$ cat src/hw/meas_pkg.sv
/*
  shared constants of the measurement control block: register offsets,
  field positions, reset values, timing counts and the sequencer states.
  assumes a 20 MHz system clock and an 8-bit register port.
*/
package meas_pkg;

  // register offsets
  localparam logic [7:0] ADDR_X_HIGH = 8'h00;
  localparam logic [7:0] ADDR_X_MID = 8'h01;
  localparam logic [7:0] ADDR_Y_HIGH = 8'h02;
  localparam logic [7:0] ADDR_Y_MID = 8'h03;
  localparam logic [7:0] ADDR_Z_HIGH = 8'h04;
  localparam logic [7:0] ADDR_Z_MID = 8'h05;
  localparam logic [7:0] ADDR_XYZ_LOW = 8'h06;
  localparam logic [7:0] ADDR_TEMP = 8'h07;
  localparam logic [7:0] ADDR_STATUS = 8'h08;
  localparam logic [7:0] ADDR_CONTROL = 8'h09;

  // status field positions
  localparam int STAT_FIELD_DONE = 0;
  localparam int STAT_TEMP_DONE = 1;
  localparam int STAT_TRIM_OK = 4;

  // control field positions
  localparam int CTL_START_FIELD = 0;
  localparam int CTL_START_TEMP = 1;
  localparam int CTL_INT_EN = 2;
  localparam int CTL_SET_PULSE = 3;
  localparam int CTL_RESET_PULSE = 4;
  localparam int CTL_AUTO_DEGAUSS = 5;
  localparam int CTL_TRIM_RELOAD = 6;

  // reset values
  localparam logic [7:0] STATUS_RESET = 8'h00;
  localparam logic [7:0] CONTROL_RESET = 8'h00;
  localparam logic [7:0] READ_IDLE = 8'h00;

  // result and counter widths
  localparam int FIELD_W = 18;
  localparam int TEMP_W = 8;
  localparam int CONV_CNT_W = 18;
  localparam int PULSE_CNT_W = 4;

  // clock
  localparam int CLK_PERIOD_NS = 50;

  // least time to cycles, rounded up, never below one
  function automatic int ns_to_cycles(input int t_ns);
    int c;
    c = (t_ns + CLK_PERIOD_NS - 1) / CLK_PERIOD_NS;
    ns_to_cycles = (c < 1) ? 1 : c;
  endfunction : ns_to_cycles

  // coil pulse
  localparam int COIL_PULSE_NS = 500;
  localparam int COIL_PULSE_CYC = ns_to_cycles(COIL_PULSE_NS);

  // conversion lengths per length select code, and the temperature conversion length
  localparam int CONV_SEL0_NS = 8000000;
  localparam int CONV_SEL1_NS = 4000000;
  localparam int CONV_SEL2_NS = 2000000;
  localparam int CONV_SEL3_NS = 500000;
  localparam int CONV_TEMP_NS = 2000000;
  localparam int CONV_SEL0_CYC = ns_to_cycles(CONV_SEL0_NS);
  localparam int CONV_SEL1_CYC = ns_to_cycles(CONV_SEL1_NS);
  localparam int CONV_SEL2_CYC = ns_to_cycles(CONV_SEL2_NS);
  localparam int CONV_SEL3_CYC = ns_to_cycles(CONV_SEL3_NS);
  localparam int CONV_TEMP_CYC = ns_to_cycles(CONV_TEMP_NS);

  // sequencer states, gray along idle -> pulse -> field
  typedef enum logic [2:0] {
    ST_IDLE = 3'h0,
    ST_PULSE = 3'h1,
    ST_FIELD = 3'h3,
    ST_TEMP = 3'h2,
    ST_TRIM = 3'h6
  } seq_state_t;

endpackage : meas_pkg

$ cat src/hw/coil_pulse_gen.sv
/*
  coil current pulse generator: one fixed-width set or reset pulse per start.
  assumes start arrives only while idle.
*/
`timescale 1ns/1ps
`default_nettype none

module coil_pulse_gen
(
  // clock and reset
  input wire logic sys_clk_i,
  input wire logic resetn_i,
  // request
  input wire logic start_i,
  input wire logic polarity_i,
  // coil drive
  output logic set_coil_o,
  output logic reset_coil_o,
  output logic done_o
);

  logic [meas_pkg::PULSE_CNT_W-1:0] count;
  logic [meas_pkg::PULSE_CNT_W-1:0] high_len;
  localparam logic [meas_pkg::PULSE_CNT_W-1:0] LAST =
    meas_pkg::PULSE_CNT_W'(meas_pkg::COIL_PULSE_CYC - 1);

  ////////////////////////////////////////////////////////////////////////////
  // pulse width counter; the two coils are never driven together
  always_ff @(posedge sys_clk_i)
  begin
    done_o <= 1'b0;
    if (!resetn_i)
    begin
      count <= '0;
      set_coil_o <= 1'b0;
      reset_coil_o <= 1'b0;
    end
    else if (start_i && !set_coil_o && !reset_coil_o)
    begin
      count <= '0;
      set_coil_o <= !polarity_i;
      reset_coil_o <= polarity_i;
    end
    else if (set_coil_o || reset_coil_o)
    begin
      count <= count + 1'b1;
      if (count == LAST)
      begin
        set_coil_o <= 1'b0;
        reset_coil_o <= 1'b0;
        done_o <= 1'b1;
      end
    end
  end

  ////////////////////////////////////////////////////////////////////////////
  // run length of the coil drive, counted so the checks need no long repeat
  always_ff @(posedge sys_clk_i)
  begin
    if (!resetn_i || !(set_coil_o || reset_coil_o))
      high_len <= '0;
    else
      high_len <= high_len + 1'b1;
  end

  chk_set_width: assert property (@(posedge sys_clk_i) disable iff (!resetn_i)
    $fell(set_coil_o) |-> high_len == LAST + 1'b1 && done_o)
    else $error("set pulse width wrong");
  chk_reset_width: assert property (@(posedge sys_clk_i)
    disable iff (!resetn_i)
    $fell(reset_coil_o) |-> high_len == LAST + 1'b1 && done_o)
    else $error("reset pulse width wrong");

endmodule : coil_pulse_gen

`default_nettype wire

$ cat src/hw/conv_timer.sv
/*
  conversion timer: counts a loaded length, then pulses done.
  assumes start arrives only while idle.
*/
`timescale 1ns/1ps
`default_nettype none

module conv_timer
(
  // clock and reset
  input wire logic sys_clk_i,
  input wire logic resetn_i,
  // request
  input wire logic start_i,
  input wire logic [meas_pkg::CONV_CNT_W-1:0] length_i,
  // progress
  output logic busy_o,
  output logic done_o
);

  logic [meas_pkg::CONV_CNT_W-1:0] remain;

  ////////////////////////////////////////////////////////////////////////////
  // down counter; length of one counts as a single cycle
  always_ff @(posedge sys_clk_i)
  begin
    done_o <= 1'b0;
    if (!resetn_i)
    begin
      remain <= '0;
      busy_o <= 1'b0;
    end
    else if (start_i && !busy_o)
    begin
      remain <= length_i;
      busy_o <= 1'b1;
    end
    else if (busy_o)
    begin
      remain <= remain - 1'b1;
      if (remain <= 18'h00001)
      begin
        busy_o <= 1'b0;
        done_o <= 1'b1;
      end
    end
  end

  ////////////////////////////////////////////////////////////////////////////
  chk_done_ends: assert property (@(posedge sys_clk_i) disable iff (!resetn_i)
    done_o |-> !busy_o && $past(busy_o))
    else $error("done without running conversion");

endmodule : conv_timer

`default_nettype wire

$ cat src/hw/magnetometer_meas_ctrl_regs.sv
/*
  measurement control and result readout of a three-axis field sensor:
  register file, conversion sequencer, coil pulses, trim load, interrupt.
  assumes an 8-bit register port already decoded from the serial link,
  and front-end results valid when their conversion finishes.
*/
// What this block does
// - x result 18 bits: 17..10 at 00, 9..2 at 01, 1..0 at 06[7:6]
// - y result 18 bits: 17..10 at 02, 9..2 at 03, 1..0 at 06[5:4]
// - z result 18 bits at 04, 05, 06[3:2]; 06[1:0] read zero
// - temperature is an 8-bit unsigned code at 07
// - field done flag drops on new command, rises at completion, holds
// - temperature done flag drops on command, rises at completion, holds
// - writing one to a done bit clears its interrupt
// - status bit 4 shows trim memory loaded successfully
// - control bit 0 starts field conversion, self-clears at its end
// - control bit 1 starts temperature conversion, self-clears at end
// - with control bit 2 set, each field or temperature completion raises the interrupt
// - control bit 3 drives a 500 ns set pulse, then self-clears
// - control bit 4 drives a 500 ns reset pulse, then self-clears
// - control bit 5 enables automatic degauss pulse before field measurements
// - control bit 6 reloads trim memory, self-clears when refreshed
// - interrupt active high, undriven until an interrupt is enabled
// - field conversion length from 2-bit select: 8, 4, 2, 0.5 ms
`timescale 1ns/1ps
`default_nettype none

module magnetometer_meas_ctrl_regs
#(
  parameter int unsigned CONV_SEL0_CYC = meas_pkg::CONV_SEL0_CYC,
  parameter int unsigned CONV_SEL1_CYC = meas_pkg::CONV_SEL1_CYC,
  parameter int unsigned CONV_SEL2_CYC = meas_pkg::CONV_SEL2_CYC,
  parameter int unsigned CONV_SEL3_CYC = meas_pkg::CONV_SEL3_CYC,
  parameter int unsigned CONV_TEMP_CYC = meas_pkg::CONV_TEMP_CYC
)
(
  // clock and reset
  input wire logic sys_clk_i,
  input wire logic resetn_i,
  // register port
  input wire logic [7:0] reg_addr_i,
  input wire logic reg_wr_i,
  input wire logic [7:0] reg_wdata_i,
  input wire logic reg_rd_i,
  output logic [7:0] reg_rdata_o,
  output logic reg_rvalid_o,
  // conversion setup
  input wire logic [1:0] conv_length_sel_i,
  // front-end results
  input wire logic [meas_pkg::FIELD_W-1:0] x_field_i,
  input wire logic [meas_pkg::FIELD_W-1:0] y_field_i,
  input wire logic [meas_pkg::FIELD_W-1:0] z_field_i,
  input wire logic [meas_pkg::TEMP_W-1:0] temp_code_i,
  output logic field_conv_o,
  output logic temp_conv_o,
  // coil drive
  output logic set_coil_o,
  output logic reset_coil_o,
  // trim memory
  output logic trim_load_o,
  input wire logic trim_done_i,
  // interrupt pin
  output logic int_o,
  output logic int_oe_o
);

  localparam int FW = meas_pkg::FIELD_W;
  localparam int CW = meas_pkg::CONV_CNT_W;

  meas_pkg::seq_state_t state;
  logic start_field_conv;
  logic start_temp_conv;
  logic int_en;
  logic set_req;
  logic reset_req;
  logic auto_degauss_enable;
  logic trim_reload;
  logic boot_trim;
  logic field_done;
  logic temp_done;
  logic trim_ok;
  logic pend_field;
  logic pend_temp;
  logic [FW-1:0] x_result;
  logic [FW-1:0] y_result;
  logic [FW-1:0] z_result;
  logic [meas_pkg::TEMP_W-1:0] temp_result;
  logic pulse_start;
  logic pulse_polarity;
  logic pulse_done;
  logic pulse_for_field;
  logic conv_start;
  logic [CW-1:0] conv_length;
  logic conv_done;
  logic field_end;
  logic temp_end;
  logic ctl_wr;
  logic stat_wr;
  logic [7:0] next_rdata;

  assign ctl_wr = reg_wr_i && (reg_addr_i == meas_pkg::ADDR_CONTROL);
  assign stat_wr = reg_wr_i && (reg_addr_i == meas_pkg::ADDR_STATUS);
  assign field_end = conv_done && (state == meas_pkg::ST_FIELD);
  assign temp_end = conv_done && (state == meas_pkg::ST_TEMP);

  ////////////////////////////////////////////////////////////////////////////
  // conversion length; field converts all three axes in one run
  always_comb
  begin
    unique case (conv_length_sel_i)
      2'h0: conv_length = CW'(CONV_SEL0_CYC);
      2'h1: conv_length = CW'(CONV_SEL1_CYC);
      2'h2: conv_length = CW'(CONV_SEL2_CYC);
      2'h3: conv_length = CW'(CONV_SEL3_CYC);
    endcase
    if (state == meas_pkg::ST_TEMP)
      conv_length = CW'(CONV_TEMP_CYC);
  end

  ////////////////////////////////////////////////////////////////////////////
  // sequencer; trim load outranks everything, field outranks temperature
  always_ff @(posedge sys_clk_i)
  begin
    pulse_start <= 1'b0;
    conv_start <= 1'b0;
    trim_load_o <= 1'b0;
    if (!resetn_i)
    begin
      state <= meas_pkg::ST_IDLE;
      pulse_polarity <= 1'b0;
      pulse_for_field <= 1'b0;
    end
    else
    begin
      unique case (state)
        meas_pkg::ST_IDLE:
        begin
          if (boot_trim || trim_reload)
          begin
            state <= meas_pkg::ST_TRIM;
            trim_load_o <= 1'b1;
          end
          else if (start_field_conv && auto_degauss_enable)
          begin
            // degauss first so the bridge starts from a known polarity
            state <= meas_pkg::ST_PULSE;
            pulse_start <= 1'b1;
            pulse_polarity <= 1'b0;
            pulse_for_field <= 1'b1;
          end
          else if (start_field_conv)
          begin
            state <= meas_pkg::ST_FIELD;
            conv_start <= 1'b1;
          end
          else if (start_temp_conv)
          begin
            state <= meas_pkg::ST_TEMP;
            conv_start <= 1'b1;
          end
          else if (set_req || reset_req)
          begin
            state <= meas_pkg::ST_PULSE;
            pulse_start <= 1'b1;
            pulse_polarity <= !set_req;
            pulse_for_field <= 1'b0;
          end
        end
        meas_pkg::ST_PULSE:
        begin
          if (pulse_done && pulse_for_field)
          begin
            state <= meas_pkg::ST_FIELD;
            conv_start <= 1'b1;
          end
          else if (pulse_done)
            state <= meas_pkg::ST_IDLE;
        end
        meas_pkg::ST_FIELD, meas_pkg::ST_TEMP:
        begin
          if (conv_done)
            state <= meas_pkg::ST_IDLE;
        end
        meas_pkg::ST_TRIM:
        begin
          if (trim_done_i)
            state <= meas_pkg::ST_IDLE;
        end
        default: state <= meas_pkg::ST_IDLE;
      endcase
    end
  end

  ////////////////////////////////////////////////////////////////////////////
  // control register; a start written in the ending cycle is kept
  always_ff @(posedge sys_clk_i)
  begin
    if (!resetn_i)
    begin
      {trim_reload, auto_degauss_enable, reset_req, set_req} <= 4'h0;
      {int_en, start_temp_conv, start_field_conv} <= 3'h0;
      boot_trim <= 1'b1;
    end
    else
    begin
      if (field_end)
        start_field_conv <= 1'b0;
      if (temp_end)
        start_temp_conv <= 1'b0;
      if (pulse_done && !pulse_for_field && !pulse_polarity)
        set_req <= 1'b0;
      if (pulse_done && !pulse_for_field && pulse_polarity)
        reset_req <= 1'b0;
      if (state == meas_pkg::ST_TRIM && trim_done_i)
      begin
        trim_reload <= 1'b0;
        boot_trim <= 1'b0;
      end
      if (ctl_wr)
      begin
        int_en <= reg_wdata_i[meas_pkg::CTL_INT_EN];
        auto_degauss_enable <= reg_wdata_i[meas_pkg::CTL_AUTO_DEGAUSS];
        if (reg_wdata_i[meas_pkg::CTL_START_FIELD])
          start_field_conv <= 1'b1;
        if (reg_wdata_i[meas_pkg::CTL_START_TEMP])
          start_temp_conv <= 1'b1;
        if (reg_wdata_i[meas_pkg::CTL_SET_PULSE])
          set_req <= 1'b1;
        if (reg_wdata_i[meas_pkg::CTL_RESET_PULSE])
          reset_req <= 1'b1;
        if (reg_wdata_i[meas_pkg::CTL_TRIM_RELOAD])
          trim_reload <= 1'b1;
      end
    end
  end

  ////////////////////////////////////////////////////////////////////////////
  // done flags; completion wins over a command in the same cycle
  always_ff @(posedge sys_clk_i)
  begin
    if (!resetn_i)
    begin
      field_done <= 1'b0;
      temp_done <= 1'b0;
      trim_ok <= 1'b0;
    end
    else
    begin
      if (field_end)
        field_done <= 1'b1;
      else if (ctl_wr && reg_wdata_i[meas_pkg::CTL_START_FIELD])
        field_done <= 1'b0;
      if (temp_end)
        temp_done <= 1'b1;
      else if (ctl_wr && reg_wdata_i[meas_pkg::CTL_START_TEMP])
        temp_done <= 1'b0;
      if (state == meas_pkg::ST_TRIM && trim_done_i)
        trim_ok <= 1'b1;
    end
  end

  ////////////////////////////////////////////////////////////////////////////
  // results latched only at completion so reads stay coherent
  always_ff @(posedge sys_clk_i)
  begin
    if (!resetn_i)
    begin
      x_result <= '0;
      y_result <= '0;
      z_result <= '0;
      temp_result <= '0;
    end
    else
    begin
      if (field_end)
      begin
        x_result <= x_field_i;
        y_result <= y_field_i;
        z_result <= z_field_i;
      end
      if (temp_end)
        temp_result <= temp_code_i;
    end
  end

  ////////////////////////////////////////////////////////////////////////////
  // front-end run strobes follow the conversion window
  always_ff @(posedge sys_clk_i)
  begin
    if (!resetn_i)
    begin
      field_conv_o <= 1'b0;
      temp_conv_o <= 1'b0;
    end
    else
    begin
      field_conv_o <= !conv_start && !conv_done && state == meas_pkg::ST_FIELD;
      temp_conv_o <= !conv_start && !conv_done && state == meas_pkg::ST_TEMP;
    end
  end

  ////////////////////////////////////////////////////////////////////////////
  // interrupt; pin stays undriven until software first enables it
  always_ff @(posedge sys_clk_i)
  begin
    if (!resetn_i)
    begin
      pend_field <= 1'b0;
      pend_temp <= 1'b0;
      int_o <= 1'b0;
      int_oe_o <= 1'b0;
    end
    else
    begin
      if (field_end && int_en)
        pend_field <= 1'b1;
      else if (stat_wr && reg_wdata_i[meas_pkg::STAT_FIELD_DONE])
        pend_field <= 1'b0;
      if (temp_end && int_en)
        pend_temp <= 1'b1;
      else if (stat_wr && reg_wdata_i[meas_pkg::STAT_TEMP_DONE])
        pend_temp <= 1'b0;
      if (int_en)
        int_oe_o <= 1'b1;
      int_o <= int_oe_o && (pend_field || pend_temp);
    end
  end

  ////////////////////////////////////////////////////////////////////////////
  // read mux; write-only and unmapped offsets read zero
  always_comb
  begin
    next_rdata = meas_pkg::READ_IDLE;
    unique case (reg_addr_i)
      meas_pkg::ADDR_X_HIGH: next_rdata = x_result[17:10];
      meas_pkg::ADDR_X_MID: next_rdata = x_result[9:2];
      meas_pkg::ADDR_Y_HIGH: next_rdata = y_result[17:10];
      meas_pkg::ADDR_Y_MID: next_rdata = y_result[9:2];
      meas_pkg::ADDR_Z_HIGH: next_rdata = z_result[17:10];
      meas_pkg::ADDR_Z_MID: next_rdata = z_result[9:2];
      meas_pkg::ADDR_XYZ_LOW:
        next_rdata = {x_result[1:0], y_result[1:0], z_result[1:0], 2'h0};
      meas_pkg::ADDR_TEMP: next_rdata = temp_result;
      meas_pkg::ADDR_STATUS:
      begin
        next_rdata = meas_pkg::STATUS_RESET;
        next_rdata[meas_pkg::STAT_FIELD_DONE] = field_done;
        next_rdata[meas_pkg::STAT_TEMP_DONE] = temp_done;
        next_rdata[meas_pkg::STAT_TRIM_OK] = trim_ok;
      end
      default: next_rdata = meas_pkg::READ_IDLE;
    endcase
  end

  always_ff @(posedge sys_clk_i)
  begin
    if (!resetn_i)
    begin
      reg_rdata_o <= meas_pkg::READ_IDLE;
      reg_rvalid_o <= 1'b0;
    end
    else
    begin
      reg_rvalid_o <= reg_rd_i;
      if (reg_rd_i)
        reg_rdata_o <= next_rdata;
    end
  end

  ////////////////////////////////////////////////////////////////////////////
  // timing sub-blocks
  coil_pulse_gen u_pulse
  (
    .sys_clk_i(sys_clk_i),
    .resetn_i(resetn_i),
    .start_i(pulse_start),
    .polarity_i(pulse_polarity),
    .set_coil_o(set_coil_o),
    .reset_coil_o(reset_coil_o),
    .done_o(pulse_done)
  );

  conv_timer u_conv
  (
    .sys_clk_i(sys_clk_i),
    .resetn_i(resetn_i),
    .start_i(conv_start),
    .length_i(conv_length),
    .busy_o(),
    .done_o(conv_done)
  );

  ////////////////////////////////////////////////////////////////////////////
  chk_field_cmd_drop: assert property (@(posedge sys_clk_i)
    disable iff (!resetn_i)
    ctl_wr && reg_wdata_i[0] && !field_end |=> !field_done)
    else $error("field done not dropped on command");
  chk_field_end: assert property (@(posedge sys_clk_i) disable iff (!resetn_i)
    field_end && !ctl_wr |=> field_done && !start_field_conv)
    else $error("field end did not set done and clear start");
  chk_temp_end: assert property (@(posedge sys_clk_i) disable iff (!resetn_i)
    temp_end && !ctl_wr |=> temp_done && !start_temp_conv)
    else $error("temp end did not set done and clear start");
  chk_int_clear: assert property (@(posedge sys_clk_i) disable iff (!resetn_i)
    stat_wr && (reg_wdata_i[0] || !pend_field) && !conv_done
    && (reg_wdata_i[1] || !pend_temp) |=> ##1 !int_o)
    else $error("interrupt not cleared by status write");
  chk_int_raise: assert property (@(posedge sys_clk_i) disable iff (!resetn_i)
    conv_done && int_en && int_oe_o |=> ##1 int_o)
    else $error("completion did not raise interrupt");
  chk_pin_undriven: assert property (@(posedge sys_clk_i)
    disable iff (!resetn_i)
    !int_oe_o |-> !int_o)
    else $error("interrupt high while pin undriven");
  chk_low_zero: assert property (@(posedge sys_clk_i) disable iff (!resetn_i)
    reg_rd_i && reg_addr_i == meas_pkg::ADDR_XYZ_LOW
    |=> reg_rdata_o[1:0] == 2'h0 && reg_rdata_o[7:6] == $past(x_result[1:0]))
    else $error("low bits register wrong");
  chk_trim_flag: assert property (@(posedge sys_clk_i) disable iff (!resetn_i)
    state == meas_pkg::ST_TRIM && trim_done_i |=> trim_ok && !trim_reload)
    else $error("trim load not reported");

endmodule : magnetometer_meas_ctrl_regs

`default_nettype wire

$ cat config.mk
export PLATFORM = sky130hd
export DESIGN_NAME = magnetometer_meas_ctrl_regs
export DESIGN_NICKNAME = d
export VERILOG_FILES = /design/src/hw/meas_pkg.sv /design/src/hw/coil_pulse_gen.sv /design/src/hw/conv_timer.sv /design/src/hw/magnetometer_meas_ctrl_regs.sv
export SDC_FILE = /design/constraint.sdc
export NUM_CORES = 1
export LEC_CHECK = 0
export ABC_AREA = 1
export BUFFER_PORTS_ARGS = -buffer_cell sky130_fd_sc_hd__buf_4
export CORE_MARGIN = 3
export CORE_UTILIZATION = 50
export CTS_CLUSTER_SIZE = 14
export DETAILED_ROUTE_END_ITERATION = 16
export PLACE_DENSITY_LB_ADDON = 0.25
export SLEW_MARGIN = 40
export SYNTH_ARGS = -nofsm -noshare
export SYNTH_HDL_FRONTEND = slang
export SYNTH_HIERARCHICAL = 1
export SYNTH_SLANG_ARGS = --single-unit
$ cat constraint.sdc
create_clock -name sys_clk_i -period 2.1 [get_ports sys_clk_i]
set_clock_uncertainty 0.1 [all_clocks]
set_input_delay 0 -clock sys_clk_i [delete_from_list [all_inputs] [get_ports sys_clk_i]]
set_output_delay 0 -clock sys_clk_i [all_outputs]
set_load 0.02 [all_outputs]
==> flow_summary.yaml <==
yosys:
  synthTopCellsByCount: "161 x sky130_fd_sc_hd__nand2_1, 123 x sky130_fd_sc_hd__dfxtp_1, 119 x sky130_fd_sc_hd__inv_1"
  synth_most_common_cell: "sky130_fd_sc_hd__nand2_1"
  synth.area.top_cells: "sky130_fd_sc_hd__dfxtp_1 40%, sky130_fd_sc_hd__nand2_1 9.9%, sky130_fd_sc_hd__inv_1 7.3%, sky130_fd_sc_hd__a21oi_1 6.9%, sky130_fd_sc_hd__o21ai_0 6.3%"
  yosys_most_used_dff: "sky130_fd_sc_hd__dfxtp_1"
  yosys.cell_types.count: 43
  synth.cell_area_um2: 6080
  yosysSeqAreaShare_pct: 40.5
  synthesis.area_per_instance_um2: 6.99
  synth_top_cell_by_area: "sky130_fd_sc_hd__dfxtp_1"
  synth-async-reset-ratio_pct: 0
  syn_inst: 870
  synth_top_area_share_pct: 40.5
  number_of_synthesized_register_bits: 123
  synthesis_warnings: 6
  synth_enable_flop_cells: 0
place:
  place.detailed.hpwl_um: 10900
  io_buffers: 99
  finalWeightedCongestion: 0.896
  pre_cts_slack_ps: 387
cts:
  worstSkewPairLatency_ps: 410
  ctsHtreeMaxLevel: 4
  tritoncts: "done"
  cts.root.buffer_cell: "sky130_fd_sc_hd__clkbuf_16"
  ctsLongestPathBuffers: 2
  number_of_buffers_created_by_cts: 17
  cts_clk_pin_slew_worst_paths_ps: 50
  clock_sink_count: 123
floorplan:
  dieArea_um2: 13500
  die_h_um: 116
  floorplan.initialDensity_pct: 52.1
  num_io_pins: 101
  design.core.area_um2: 11700
  die_w_um: 116
  std_cell_rows: 39
drt:
  ant_nets: 0
  detailroute.via_count: 6163
  per_cell_routed_wire_length_um: 13.7
  drt_pass1_iterations: 5
  post_drt_via_cell_ratio: 5.09
  dr.first_iter.drc_count: 351
  drc: 0
  wirelength_um: 16500
grt:
  grtUsageTotal_pct: 25.2
  vias_in_the_first_global_route: 5855
  grt.overflow.total: 0
  global_route_wire_length_before_repair_um: 26700
  grt_max_degree: 48
  grt_antenna_before_repair: 0
setup_path:
  crit_type: "reg -> reg"
  worst_setup_path_end_kind: "flop"
  critical-path-max-stage-delay_ps: 550
  critical-path-slowest-cell: "sky130_fd_sc_hd__dlygate4sd3_1"
  critPathLaunchType: "flop"
  required_ps: 2300
  cp.arrival_ps: 2150
  crit_path_cell_trace: "inv_1 > nor2_4 > nand2_4 > nor2_4 > inv_2 > nor2_1 > nor2_1 > dlygate4sd3_1"
  worstPathMaxFanout: 10
hold_path:
  worst_hold_path_type: "in -> reg"
sta:
  setup_total_neg_slack_ps: 0
  whs_ps: 19.2
  timing.final.ws_setup_ps: 147
  timing.final.hold_violations: 0
  fin_crit_sh_pct: 93.0
  grt_setup_unrepaired: "false"
  finalWorstPathRequiredPeriod_ps: 1950
  achievable-frequency_mhz: 512
  setup-violations-final: 0
  timing.final.max_slew_violations: 0
layout:
  nets: 1150
  final_core_utilization_pct: 71.6
  area_growth_syn_to_layout_pct: 37.4
  insertedDiodeCount: 0
  area.sequential_um2: 2460
  filler_cell_count: 926
  area_of_the_multi_input_gates_um2: 2990
  post_route_cells_drive_above_1_share_pct: 18.6
job:
  max_capacitance_violation_count: 0
power:
  irDropWorstVdd_mv: 0.576
  power-per-cell-area_nw_per_um2: 718
  total_leakage_power_nw: 3.67
  power.total_w: 0.00600
status:
  outcome: "finished, final reports clean"
-- layer usage --
layer	track usage (%)	vias to the layer above	part of all wire [%]
li1	-	3148	-
met1	28.7	2788	42
met2	44.9	194	51
met3	6.42	33	5.4
met4	10.3	0	1.9
met5	0	-	0
-- worst paths after layout --
kind | from | to | slack (ps) | depth (start not counted)
max | state[1] | temp_result[2] | 150 | 8
min | reg_addr_i[4] | pend_temp | 20 | 7
max reg2reg | state[1] | temp_result[2] | 150 | 8
min reg2reg | z_result[13] | z_result[13] | 340 | 2
-- critical path: cells and delay by family, from the launching register on --
kind | cells | cell delay, ps
buffers and inverters | 3 | 750
AND/OR/NAND/NOR | 5 | 620
flip-flops | 1 | 360
-- cells in the final DEF, fill, tap and decap left out, types with 6 or more instances in the layout --
cell type,instances
sky130_fd_sc_hd__ha_1,10
sky130_fd_sc_hd__nand2_2,9
sky130_fd_sc_hd__nor3_1,6
sky130_fd_sc_hd__inv_1,119
sky130_fd_sc_hd__o21ai_1,16
sky130_fd_sc_hd__dlygate4sd3_1,79
sky130_fd_sc_hd__a21oi_2,8
sky130_fd_sc_hd__o21ai_0,77
sky130_fd_sc_hd__buf_4,112
sky130_fd_sc_hd__nand3_1,67
sky130_fd_sc_hd__a21oi_1,84
sky130_fd_sc_hd__dfxtp_1,123
sky130_fd_sc_hd__clkbuf_16,17
sky130_fd_sc_hd__xor2_1,7
sky130_fd_sc_hd__nand2_1,161
sky130_fd_sc_hd__nor2_1,92
sky130_fd_sc_hd__inv_2,7
sky130_fd_sc_hd__nor2_4,12
sky130_fd_sc_hd__nor2_2,9
-- power breakdown --
part	switching [W]	internal (W)	total, W
clock	0.00102	0.00183	0.00285
combinational	0.000378	0.000333	0.000710
sequential	0.0000439	0.00239	0.00243
total	0.00144	0.00455	0.00600
-- stage by stage --
step	std cells	area (um^2)
after detailed placement	1095	6950
after global placement	1095	6950
final	1211	8350
after floorplan	874	6100
after CTS	1206	8310
after global routing	1211	8350
-- area by class of cell --
type,instances,share of cell area [%]
Clock buffer,25,5.81
Timing Repair Buffer,192,19.8
Multi-Input combinational cell,592,35.8
Clock inverter,7,1.06
Tap cell,143,2.14
Sequential cell,123,29.5
Inverter,129,5.89
-- state kept, by name, indices dropped and copies added (netlist names), 3 cells and up --
name           cells
u_conv/remain     18
x_result          18
y_result          18
z_result          18
reg_rdata_o        8
temp_result        8
u_pulse/count      4
state              3
-- repair_timing --
item,in CTS,in global routing
hold endpoints to repair,94,0
hold buffers,79,0
endpoints found under the setup margin,0,3
gates resized for setup,0,1
setup buffers,0,5
-- cells by family after synthesis --
group	synth area share, %
xor+xnor	1.28
flops	40.5
other cells	0.0617
buf+inv	10.7
simple gates	28.2
compound gates	17.2
fa+ha+maj	2.06
No activity file was read; power rests on OpenSTA's default activity.
